**src/hw/adsq_pkg.sv**
```systemverilog
// Package: register map, field layout, codes and timing for the ADC control
// Summary of operation
// Analogue power enable output follows the power enable bit only.
// Software waits a settling delay after power-up before starting.
// Reference code 00 external pin, 01/11 supply, 10 amplifier output.
// Software avoids external reference pin when internal reference chosen.
// Internal select 000/110/111: channels 0-7 route pins, 8-15 float.
// Internal codes 001..101 route amp0, amp1, ground, supply/4, amp out.
// Software parks external channel before choosing an internal signal.
// Analogue pin disables other functions and pull-high resistor.
// Analogue pin enable overrides the port direction setting.
// Conversion takes 4 sample plus 12 convert periods, 16 total.
// Conversion runs in hardware without stalling the processor.
// Start bit low, high, low again initiates a conversion.
// Busy high during conversion, falls with result valid.
// Format bit chooses arrangement of result in high and low bytes.
// Software enables both interrupt enables to get a completion interrupt.
// Converter clock is the system clock through the selected divider.
// Power enable cleared means converter circuits draw no power.
// Clock select 000..111 divides by 1,2,4,...,128.
// Busy sets on initiation; completion sets interrupt request flag.
// 12-bit result left or right justified by the format bit.
package adsq_pkg;
  localparam logic [3:0] ADSQ_ADDR_CTRL0   = 4'h0;
  localparam logic [3:0] ADSQ_ADDR_CTRL1   = 4'h1;
  localparam logic [3:0] ADSQ_ADDR_RES_HI  = 4'h2;
  localparam logic [3:0] ADSQ_ADDR_RES_LO  = 4'h3;
  localparam logic [3:0] ADSQ_ADDR_PINSEL  = 4'h4;
  localparam logic [3:0] ADSQ_ADDR_IRQ     = 4'h5;
  // Control 0 bit positions
  localparam int ADSQ_C0_START   = 7;
  localparam int ADSQ_C0_BUSY    = 6;
  localparam int ADSQ_C0_PWR     = 5;
  localparam int ADSQ_C0_FMT     = 4;
  localparam int ADSQ_C0_CHAN_LO = 0;
  // Control 1 bit positions
  localparam int ADSQ_C1_INS_LO  = 5;
  localparam int ADSQ_C1_REF_LO  = 3;
  localparam int ADSQ_C1_DIV_LO  = 0;
  // Interrupt control bit positions
  localparam int ADSQ_IRQ_FLAG   = 0;
  localparam int ADSQ_IRQ_EN     = 1;
  localparam int ADSQ_IRQ_MASTER = 2;
  // Reset values
  localparam logic [7:0] ADSQ_RST_CTRL0  = 8'h00;
  localparam logic [7:0] ADSQ_RST_CTRL1  = 8'h00;
  localparam logic [7:0] ADSQ_RST_PINSEL = 8'h00;
  // Sequence lengths in converter clock periods
  localparam logic [4:0] ADSQ_SAMPLE_CNT = 5'h04;
  localparam logic [4:0] ADSQ_TOTAL_CNT  = 5'h10;
  localparam int         ADSQ_RES_W      = 12;
  // Reference codes
  localparam logic [1:0] ADSQ_REF_EXT  = 2'h0;
  localparam logic [1:0] ADSQ_REF_AMP  = 2'h2;
  // Internal input codes
  localparam logic [2:0] ADSQ_INS_AMP0 = 3'h1;
  localparam logic [2:0] ADSQ_INS_AMP1 = 3'h2;
  localparam logic [2:0] ADSQ_INS_GND  = 3'h3;
  localparam logic [2:0] ADSQ_INS_SUP4 = 3'h4;
  localparam logic [2:0] ADSQ_INS_AOUT = 3'h5;

  typedef enum logic [2:0] {
    ADSQ_IDLE   = 3'b001,
    ADSQ_SAMPLE = 3'b010,
    ADSQ_CONV   = 3'b100
  } adsq_state_t;
endpackage : adsq_pkg

```
**src/hw/adsq_clkdiv.sv**
```systemverilog
// Converter clock divider: one-cycle tick at the selected divided rate
`timescale 1ns/1ps
module adsq_clkdiv
  import adsq_pkg::*;
(
  input  wire logic       clock,
  input  wire logic       nrst,
  input  wire logic       run,
  input  wire logic [2:0] div_sel,
  output logic            tick
);
  logic [6:0] cnt_r;
  logic [6:0] cnt_nxt;
  logic [6:0] limit;

  // Terminal count is divide ratio minus one
  assign limit   = 7'((8'h01 << div_sel) - 8'h01);
  assign tick    = run && (cnt_r == limit);
  assign cnt_nxt = (!run || tick) ? 7'h00 : cnt_r + 7'h01;

  // Counter restarts with each conversion so phase is fixed
  always_ff @(posedge clock or negedge nrst) begin
    if (!nrst) begin
      cnt_r <= 7'h00;
    end else begin
      cnt_r <= cnt_nxt;
    end
  end
endmodule : adsq_clkdiv

```
**src/hw/adsq_ctrl.sv**
```systemverilog
// Converter sequencer control: registers, start detect, timing, routing
//
// Decided for this implementation: the address map and the plain strobed port.
`timescale 1ns/1ps
module adsq_ctrl
  import adsq_pkg::*;
(
  input  wire logic        clock,
  input  wire logic        nrst,
  input  wire logic [3:0]  addr,
  input  wire logic [7:0]  wdata,
  input  wire logic        wr,
  input  wire logic        rd,
  output logic [7:0]       rdata,
  input  wire logic [11:0] conv_data,
  output logic             analog_power_on,
  output logic             sample_hold,
  output logic             result_latch,
  output logic [1:0]       ref_route,
  output logic [7:0]       analog_input_pins_sel,
  output logic [4:0]       internal_route,
  output logic [7:0]       pin_pullup_disable,
  output logic [7:0]       pin_digital_disable,
  output logic [7:0]       pin_dir_override,
  output logic             conversion_irq
);
  logic [7:0]  ctrl0_r;
  logic [7:0]  ctrl1_r;
  logic [7:0]  pinsel_r;
  logic        start_r;
  logic        armed_r;
  logic        busy_r;
  logic        irq_flag_r;
  logic        irq_en_r;
  logic        master_en_r;
  logic [11:0] result_r;
  logic [4:0]  period_r;
  logic [7:0]  rdata_r;
  adsq_state_t state_r;
  adsq_state_t state_nxt;

  logic        converter_power_enable;
  logic        result_format_select;
  logic [3:0]  external_channel_select;
  logic [2:0]  internal_input_select;
  logic [1:0]  reference_source_select;
  logic [2:0]  conversion_clock_divider;
  logic        wr_c0;
  logic        wr_c1;
  logic        wr_pin;
  logic        wr_irq;
  logic        new_start;
  logic        start_fall;
  logic        tick;
  logic        last_tick;
  logic        ext_mode;
  logic [7:0]  result_high_byte;
  logic [7:0]  result_low_byte;
  logic [7:0]  rd_mux;

  ////////////////////////////////////////////////////////////////////////
  // Field decode
  assign converter_power_enable   = ctrl0_r[ADSQ_C0_PWR];
  assign result_format_select     = ctrl0_r[ADSQ_C0_FMT];
  assign external_channel_select  = ctrl0_r[ADSQ_C0_CHAN_LO +: 4];
  assign internal_input_select    = ctrl1_r[ADSQ_C1_INS_LO +: 3];
  assign reference_source_select  = ctrl1_r[ADSQ_C1_REF_LO +: 2];
  assign conversion_clock_divider = ctrl1_r[ADSQ_C1_DIV_LO +: 3];

  assign wr_c0  = wr && (addr == ADSQ_ADDR_CTRL0);
  assign wr_c1  = wr && (addr == ADSQ_ADDR_CTRL1);
  assign wr_pin = wr && (addr == ADSQ_ADDR_PINSEL);
  assign wr_irq = wr && (addr == ADSQ_ADDR_IRQ);

  ////////////////////////////////////////////////////////////////////////
  // Start pulse: a rise arms, the following fall launches the conversion.
  // A pulse while powered down is dropped so no result is faked.
  assign new_start  = wr_c0 ? wdata[ADSQ_C0_START] : start_r;
  assign start_fall = start_r && !new_start && armed_r
                      && converter_power_enable;

  always_ff @(posedge clock or negedge nrst) begin
    if (!nrst) begin
      start_r <= 1'b0;
      armed_r <= 1'b0;
    end else begin
      start_r <= new_start;
      armed_r <= (new_start && !start_r) ? 1'b1
               : (!new_start ? 1'b0 : armed_r);
    end
  end

  ////////////////////////////////////////////////////////////////////////
  // Converter clock tick source
  adsq_clkdiv u_div (
    .clock   (clock),
    .nrst    (nrst),
    .run     (state_r != ADSQ_IDLE),
    .div_sel (conversion_clock_divider),
    .tick    (tick)
  );

  assign last_tick = tick && (period_r == ADSQ_TOTAL_CNT - 5'h01);

  // Sequence: sampling phase then conversion phase, counted in ticks.
  // Runs alone in hardware; software is never stalled.
  always_comb begin
    state_nxt = state_r;
    unique case (state_r)
      ADSQ_IDLE: begin
        if (start_fall) state_nxt = ADSQ_SAMPLE;
      end
      ADSQ_SAMPLE: begin
        if (!converter_power_enable) state_nxt = ADSQ_IDLE;
        else if (tick && period_r == ADSQ_SAMPLE_CNT - 5'h01)
          state_nxt = ADSQ_CONV;
      end
      ADSQ_CONV: begin
        if (!converter_power_enable || last_tick)
          state_nxt = ADSQ_IDLE;
      end
    endcase
  end

  always_ff @(posedge clock or negedge nrst) begin
    if (!nrst) begin
      state_r  <= ADSQ_IDLE;
      period_r <= 5'h00;
    end else begin
      state_r  <= state_nxt;
      period_r <= (state_r == ADSQ_IDLE) ? 5'h00
                : (tick ? period_r + 5'h01 : period_r);
    end
  end

  ////////////////////////////////////////////////////////////////////////
  // Busy, result capture and request flag.
  // A launch beats the completion clear of busy, never both at once.
  always_ff @(posedge clock or negedge nrst) begin
    if (!nrst) begin
      busy_r     <= 1'b0;
      result_r   <= 12'h000;
      irq_flag_r <= 1'b0;
    end else begin
      if (state_r == ADSQ_IDLE && start_fall) busy_r <= 1'b1;
      else if (state_nxt == ADSQ_IDLE) busy_r <= 1'b0;
      if (state_r == ADSQ_CONV && last_tick)
        result_r <= conv_data;
      // Hardware set wins over a software clear in the same cycle
      if (state_r == ADSQ_CONV && last_tick) irq_flag_r <= 1'b1;
      else if (wr_irq && !wdata[ADSQ_IRQ_FLAG]) irq_flag_r <= 1'b0;
    end
  end

  assign sample_hold  = (state_r == ADSQ_SAMPLE);
  assign result_latch = (state_r == ADSQ_CONV) && last_tick;

  // Justification of the 12-bit result
  assign result_high_byte = result_format_select ? {4'h0, result_r[11:8]}
                                                 : result_r[11:4];
  assign result_low_byte  = result_format_select ? result_r[7:0]
                                                 : {result_r[3:0], 4'h0};

  ////////////////////////////////////////////////////////////////////////
  // Software registers; busy bit is read-only
  always_ff @(posedge clock or negedge nrst) begin
    if (!nrst) begin
      ctrl0_r     <= ADSQ_RST_CTRL0;
      ctrl1_r     <= ADSQ_RST_CTRL1;
      pinsel_r    <= ADSQ_RST_PINSEL;
      irq_en_r    <= 1'b0;
      master_en_r <= 1'b0;
    end else begin
      if (wr_c0) ctrl0_r <= wdata;
      if (wr_c1) ctrl1_r <= wdata;
      if (wr_pin) pinsel_r <= wdata;
      if (wr_irq) begin
        irq_en_r    <= wdata[ADSQ_IRQ_EN];
        master_en_r <= wdata[ADSQ_IRQ_MASTER];
      end
    end
  end

  assign rd_mux =
    (addr == ADSQ_ADDR_CTRL0) ? {start_r, busy_r, ctrl0_r[5:0]} :
    (addr == ADSQ_ADDR_CTRL1) ? ctrl1_r :
    (addr == ADSQ_ADDR_RES_HI) ? result_high_byte :
    (addr == ADSQ_ADDR_RES_LO) ? result_low_byte :
    (addr == ADSQ_ADDR_PINSEL) ? pinsel_r :
    (addr == ADSQ_ADDR_IRQ) ? {5'h00, master_en_r, irq_en_r, irq_flag_r} :
    8'h00;

  // Read data stands one cycle after the strobe, zero otherwise
  always_ff @(posedge clock or negedge nrst) begin
    if (!nrst) begin
      rdata_r <= 8'h00;
    end else begin
      rdata_r <= rd ? rd_mux : 8'h00;
    end
  end
  assign rdata = rdata_r;

  ////////////////////////////////////////////////////////////////////////
  // Analogue power and routing. Power, reference and input routing are gated by
  // power enable so the analogue side is fully idle when off.
  assign analog_power_on = converter_power_enable;
  assign ref_route = converter_power_enable ? reference_source_select
                                            : ADSQ_REF_EXT;
  assign ext_mode = (internal_input_select == 3'h0)
                 || (internal_input_select == 3'h6)
                 || (internal_input_select == 3'h7);
  assign analog_input_pins_sel =
    (converter_power_enable && ext_mode && !external_channel_select[3])
      ? 8'(8'h01 << external_channel_select[2:0]) : 8'h00;
  assign internal_route = !converter_power_enable ? 5'h00 :
    {internal_input_select == ADSQ_INS_AOUT,
     internal_input_select == ADSQ_INS_SUP4,
     internal_input_select == ADSQ_INS_GND,
     internal_input_select == ADSQ_INS_AMP1,
     internal_input_select == ADSQ_INS_AMP0};

  // Pins set as analogue lose digital function, pull-up and direction
  assign pin_digital_disable = pinsel_r;
  assign pin_pullup_disable  = pinsel_r;
  assign pin_dir_override    = pinsel_r;

  assign conversion_irq = irq_flag_r && irq_en_r && master_en_r;

  ////////////////////////////////////////////////////////////////////////
  // Checks
  chk_busy_on_start: assert property (@(posedge clock) disable iff (!nrst)
    start_fall && !busy_r |=> busy_r) else $error("busy not set");
  chk_sample_len: assert property (@(posedge clock) disable iff (!nrst)
    $rose(sample_hold) && conversion_clock_divider == 3'h0
      && converter_power_enable |-> sample_hold [*4] ##1 !sample_hold)
    else $error("sample length wrong");
  chk_flag_on_done: assert property (@(posedge clock) disable iff (!nrst)
    result_latch |=> irq_flag_r && !busy_r) else $error("done");
  chk_busy_tracks: assert property (@(posedge clock) disable iff (!nrst)
    busy_r == (state_r != ADSQ_IDLE)) else $error("busy mismatch");
  chk_power_gate: assert property (@(posedge clock) disable iff (!nrst)
    !analog_power_on |-> analog_input_pins_sel == 8'h00
      && internal_route == 5'h00) else $error("routing off");
  chk_float_chan: assert property (@(posedge clock) disable iff (!nrst)
    external_channel_select[3] |-> analog_input_pins_sel == 8'h00)
    else $error("float channel");
  chk_ref_amp: assert property (@(posedge clock) disable iff (!nrst)
    analog_power_on && reference_source_select == ADSQ_REF_AMP
      |-> ref_route == ADSQ_REF_AMP) else $error("ref route");
  chk_fmt_right: assert property (@(posedge clock) disable iff (!nrst)
    result_format_select |-> result_high_byte[7:4] == 4'h0)
    else $error("format");
  chk_no_start_off: assert property (@(posedge clock) disable iff (!nrst)
    !converter_power_enable && !busy_r |=> !busy_r)
    else $error("started unpowered");
endmodule : adsq_ctrl

```
**config.mk**
```make
export PLATFORM = sky130hd
export DESIGN_NAME = adsq_ctrl
export DESIGN_NICKNAME = d
export VERILOG_FILES = /design/src/hw/adsq_pkg.sv /design/src/hw/adsq_clkdiv.sv /design/src/hw/adsq_ctrl.sv
export SDC_FILE = /design/constraint.sdc
export NUM_CORES = 1
export LEC_CHECK = 0
export BUFFER_PORTS_ARGS = -buffer_cell sky130_fd_sc_hd__clkbuf_2
export CORE_UTILIZATION = 51
export CTS_CLUSTER_SIZE = 40
export DETAILED_ROUTE_END_ITERATION = 10
export PLACE_DENSITY_LB_ADDON = 0.15
export SLEW_MARGIN = 30
export SYNTH_ARGS = -nofsm -noshare
export SYNTH_HDL_FRONTEND = slang
export SYNTH_SLANG_ARGS = --single-unit
```
**constraint.sdc**
```tcl
create_clock -name clock -period 5.8 [get_ports clock]
set_clock_uncertainty 0.1 [all_clocks]
set_input_delay 1.16 -clock clock [delete_from_list [all_inputs] [get_ports clock]]
set_output_delay 1.16 -clock clock [all_outputs]
set_load 0.05 [all_outputs]
```
==> reports/summary.txt <==
status: finished clean
Floorplan Core Area: 0.00679 sq mm
syn avg cell area: 10.5 sq um
Hold Slack: 0.428 ns
CP Launch Type: flop
Layout Nets: 428
Die ar.: 0.00734 sq mm
Cell Area, Synth: 0.00357 sq mm
P_leak: 1.92 nW
clock buffer count from CTS: 9
Yosys Warn Count: 0
Worst Path Buf+Inv: 2
post-DR vias/cell: 5.57
CTS sink cnt: 63
crit-path max cell delay: 0.51 ns
post-synth net total: 370
Worst Reg-to-Reg Cells: 5
period utilization: 64.3%
clock root cell: clkbuf_8
row cnt: 30
post-CTS setup buffer count: 0
most frequent cells in the layout: 78 x clkbuf_2, 62 x dfrtp_1, 31 x nor2_1
worst path cell trace: or2_1 -> a2111oi_4 -> o22a_2 -> nand4_4 -> inv_1 -> clkbuf_2
Pwr Total: 1.34 mW
Crit Path Category: reg -> out
Slew Viols, Final: 0
ys async rst share: 100%
layout cell share with drive strength beyond 1: 35.3%
Synth-to-Final Area Change: 13.5%
most frequently used flop master after synthesis: dfrtp_1
fill cell count: 583
Inserted Diodes: 0
final wirelength: 7.95 mm
Peak Freq: 268 MHz
Setup TNS Final: 0 ns
distinct cell type count after synthesis: 57
sequential-to-total area share from yosys stat: 44.2%
H-tree depth: 3
Final ANT Viol Nets: 0
CP Capture Type: primary output
most common cell after layout, fill and taps aside: clkbuf_2
area used by multi-input combinational logic: 0.00174 sq mm
unrepaired setup endpoints after global routing: no
DP Wirelength: 5.62 mm
Reg clk slew, reported paths: 0.07 ns
WP depth: 6
vias in the first global route: 2604
register area: 0.00158 sq mm
Largest delay share family, worst path: simple AND/OR/NAND/NOR gates
Mapped Cells: 339
Global Route Usage Sum: 23.2%
Worst EP required: 4.54 ns
antenna violations before repair: 0
num ports: 79
Vias: 2775
cts hold-fix bufs: 0
# Max-Cap Violations: 0
routed wire length per instance: 16.0 microns
die height: 85.6 microns
Slew headroom: 35.7%
Post-synth EDFFs: 0
Worst Tran Pin Value: 0.963 ns
Initial DRC Count: 147
final worst slack: 2.07 ns
largest net degree at the start of global routing: 64
final worst path period need: 3.73 ns
Placed Instance Area: 0.00388 sq mm
Clock Latency Late Sink: 0.35 ns
final hold violation count: 0
Final Cell Area: 0.00405 sq mm
DRC Markers: 0
Setup violations, final: 0
critical path arrival: 2.47 ns
CP max-delay cell: dfrtp_1
post-CTS sizing: 0
Peak VDD IR: 0.202 mV
port bufs: 78
hold path cells: 1
Setup WS pre-CTS: 2.42 ns
first-pass GRT wire length: 12.9 mm
DRT Pass-1 Iters: 4
Yosys reg bits: 63
clk buf depth: 2
PD cells: 331 mW/mm^2
CP Max Fanout: 14
total grt overflow: 0
Hold Path Class: reg -> reg
DIE WIDTH: 85.6 microns
Initial Utilization: 52.5%
CTS tree: done
RD Place Congestion: 0.814
-- synth_stat cells, types with 3 or more instances --
| cell | number | area, sq um |
|---|---|---|
| buf_6 | 3 | 33.8 |
| ha_1 | 3 | 37.5 |
| xor2_1 | 3 | 26.3 |
| mux2_2 | 29 | 327 |
| nor3_1 | 9 | 45.0 |
| a22oi_1 | 4 | 30.0 |
| inv_1 | 10 | 37.5 |
| a21oi_1 | 14 | 70.1 |
| dfrtp_1 | 62 | 1550 |
| or2_2 | 3 | 18.8 |
| nor2b_1 | 5 | 31.3 |
| and3_1 | 5 | 31.3 |
| mux2i_1 | 12 | 120 |
| mux2_4 | 8 | 120 |
| nand3_1 | 9 | 45.0 |
| o41ai_1 | 3 | 26.3 |
| o31ai_1 | 3 | 22.5 |
| nor3b_1 | 4 | 30.0 |
| nand3b_1 | 4 | 30.0 |
| nand2_1 | 16 | 60.1 |
| o22ai_1 | 4 | 25.0 |
| buf_4 | 18 | 135 |
| nor4b_1 | 3 | 26.3 |
| o21bai_1 | 3 | 22.5 |
| nor2_1 | 31 | 116 |
| nand2b_1 | 7 | 43.8 |
| o21a_1 | 4 | 30.0 |
| a222oi_1 | 3 | 30.0 |
| clkbuf_1 | 9 | 33.8 |
| o21ai_0 | 7 | 35.0 |
| xnor2_1 | 4 | 35.0 |
-- through the flow --
stage	utilization, %	std cells
floorplan	-	339
global placement	57.1	482
detailed placement	57.1	482
CTS	59.6	498
global route	59.6	498
finish	59.6	498
-- flip-flops by register name, summed over array words and instances (netlist names), 3 cells and up --
register	count
result_r	12
ctrl1_r	8
pin_digital_disable	8
rdata	8
u_div.cnt_r	7
ctrl0_r	6
period_r	5
state_r	3
-- final timing paths --
kind / startpoint / endpoint / slack, ns
min in group asynchronous: nrst / u_div.cnt_r[2]$_DFF_PN0_ / 0.88
max in group asynchronous: nrst / result_r[1]$_DFFE_PN0P_ / 4.19
hold reg to reg: start_r$_DFF_PN0_ / armed_r$_DFFE_PN0P_ / 0.43
setup / recovery: ctrl1_r[1]$_DFFE_PN0P_ / result_latch / 2.07
hold / removal: start_r$_DFF_PN0_ / armed_r$_DFFE_PN0P_ / 0.43
setup reg to reg: ctrl1_r[1]$_DFFE_PN0P_ / result_r[5]$_DFFE_PN0P_ / 3.46
-- power by group --
group	switching, mW	internal (mW)	leakage (nW)
sequential	0.0811	0.491	0.800
clock	0.168	0.175	0.0959
combinational	0.295	0.130	1.03
total	0.544	0.796	1.92
-- kinds of logic after synthesis --
family | synth area share [%]
AOI/OAI and AO/OA | 12.3
xor gates and xnor gates | 1.72
adders and majority gates | 1.05
buffers and inverters | 6.94
DFF | 44.2
muxes | 15.9
and+or+nand+nor | 17.9
-- area by class of cell --
class	instances	share of cell area, %
Multi-Input combinational cell	234	43.0
Sequential cell	63	38.9
Timing Repair Buffer	79	9.82
Clock buffer	12	3.83
Tap cell	96	2.96
Inverter	10	0.926
Clock inverter	4	0.494
-- layer usage --
metal	wire length [microns]	vias to the layer above	GRT usage (%)
li1	-	1328	-
met1	3840	1335	33.3
met2	3540	102	34.0
met3	475	10	5.87
met4	104	0	8.18
met5	0	-	0
No activity file was read; power rests on OpenSTA's default activity.
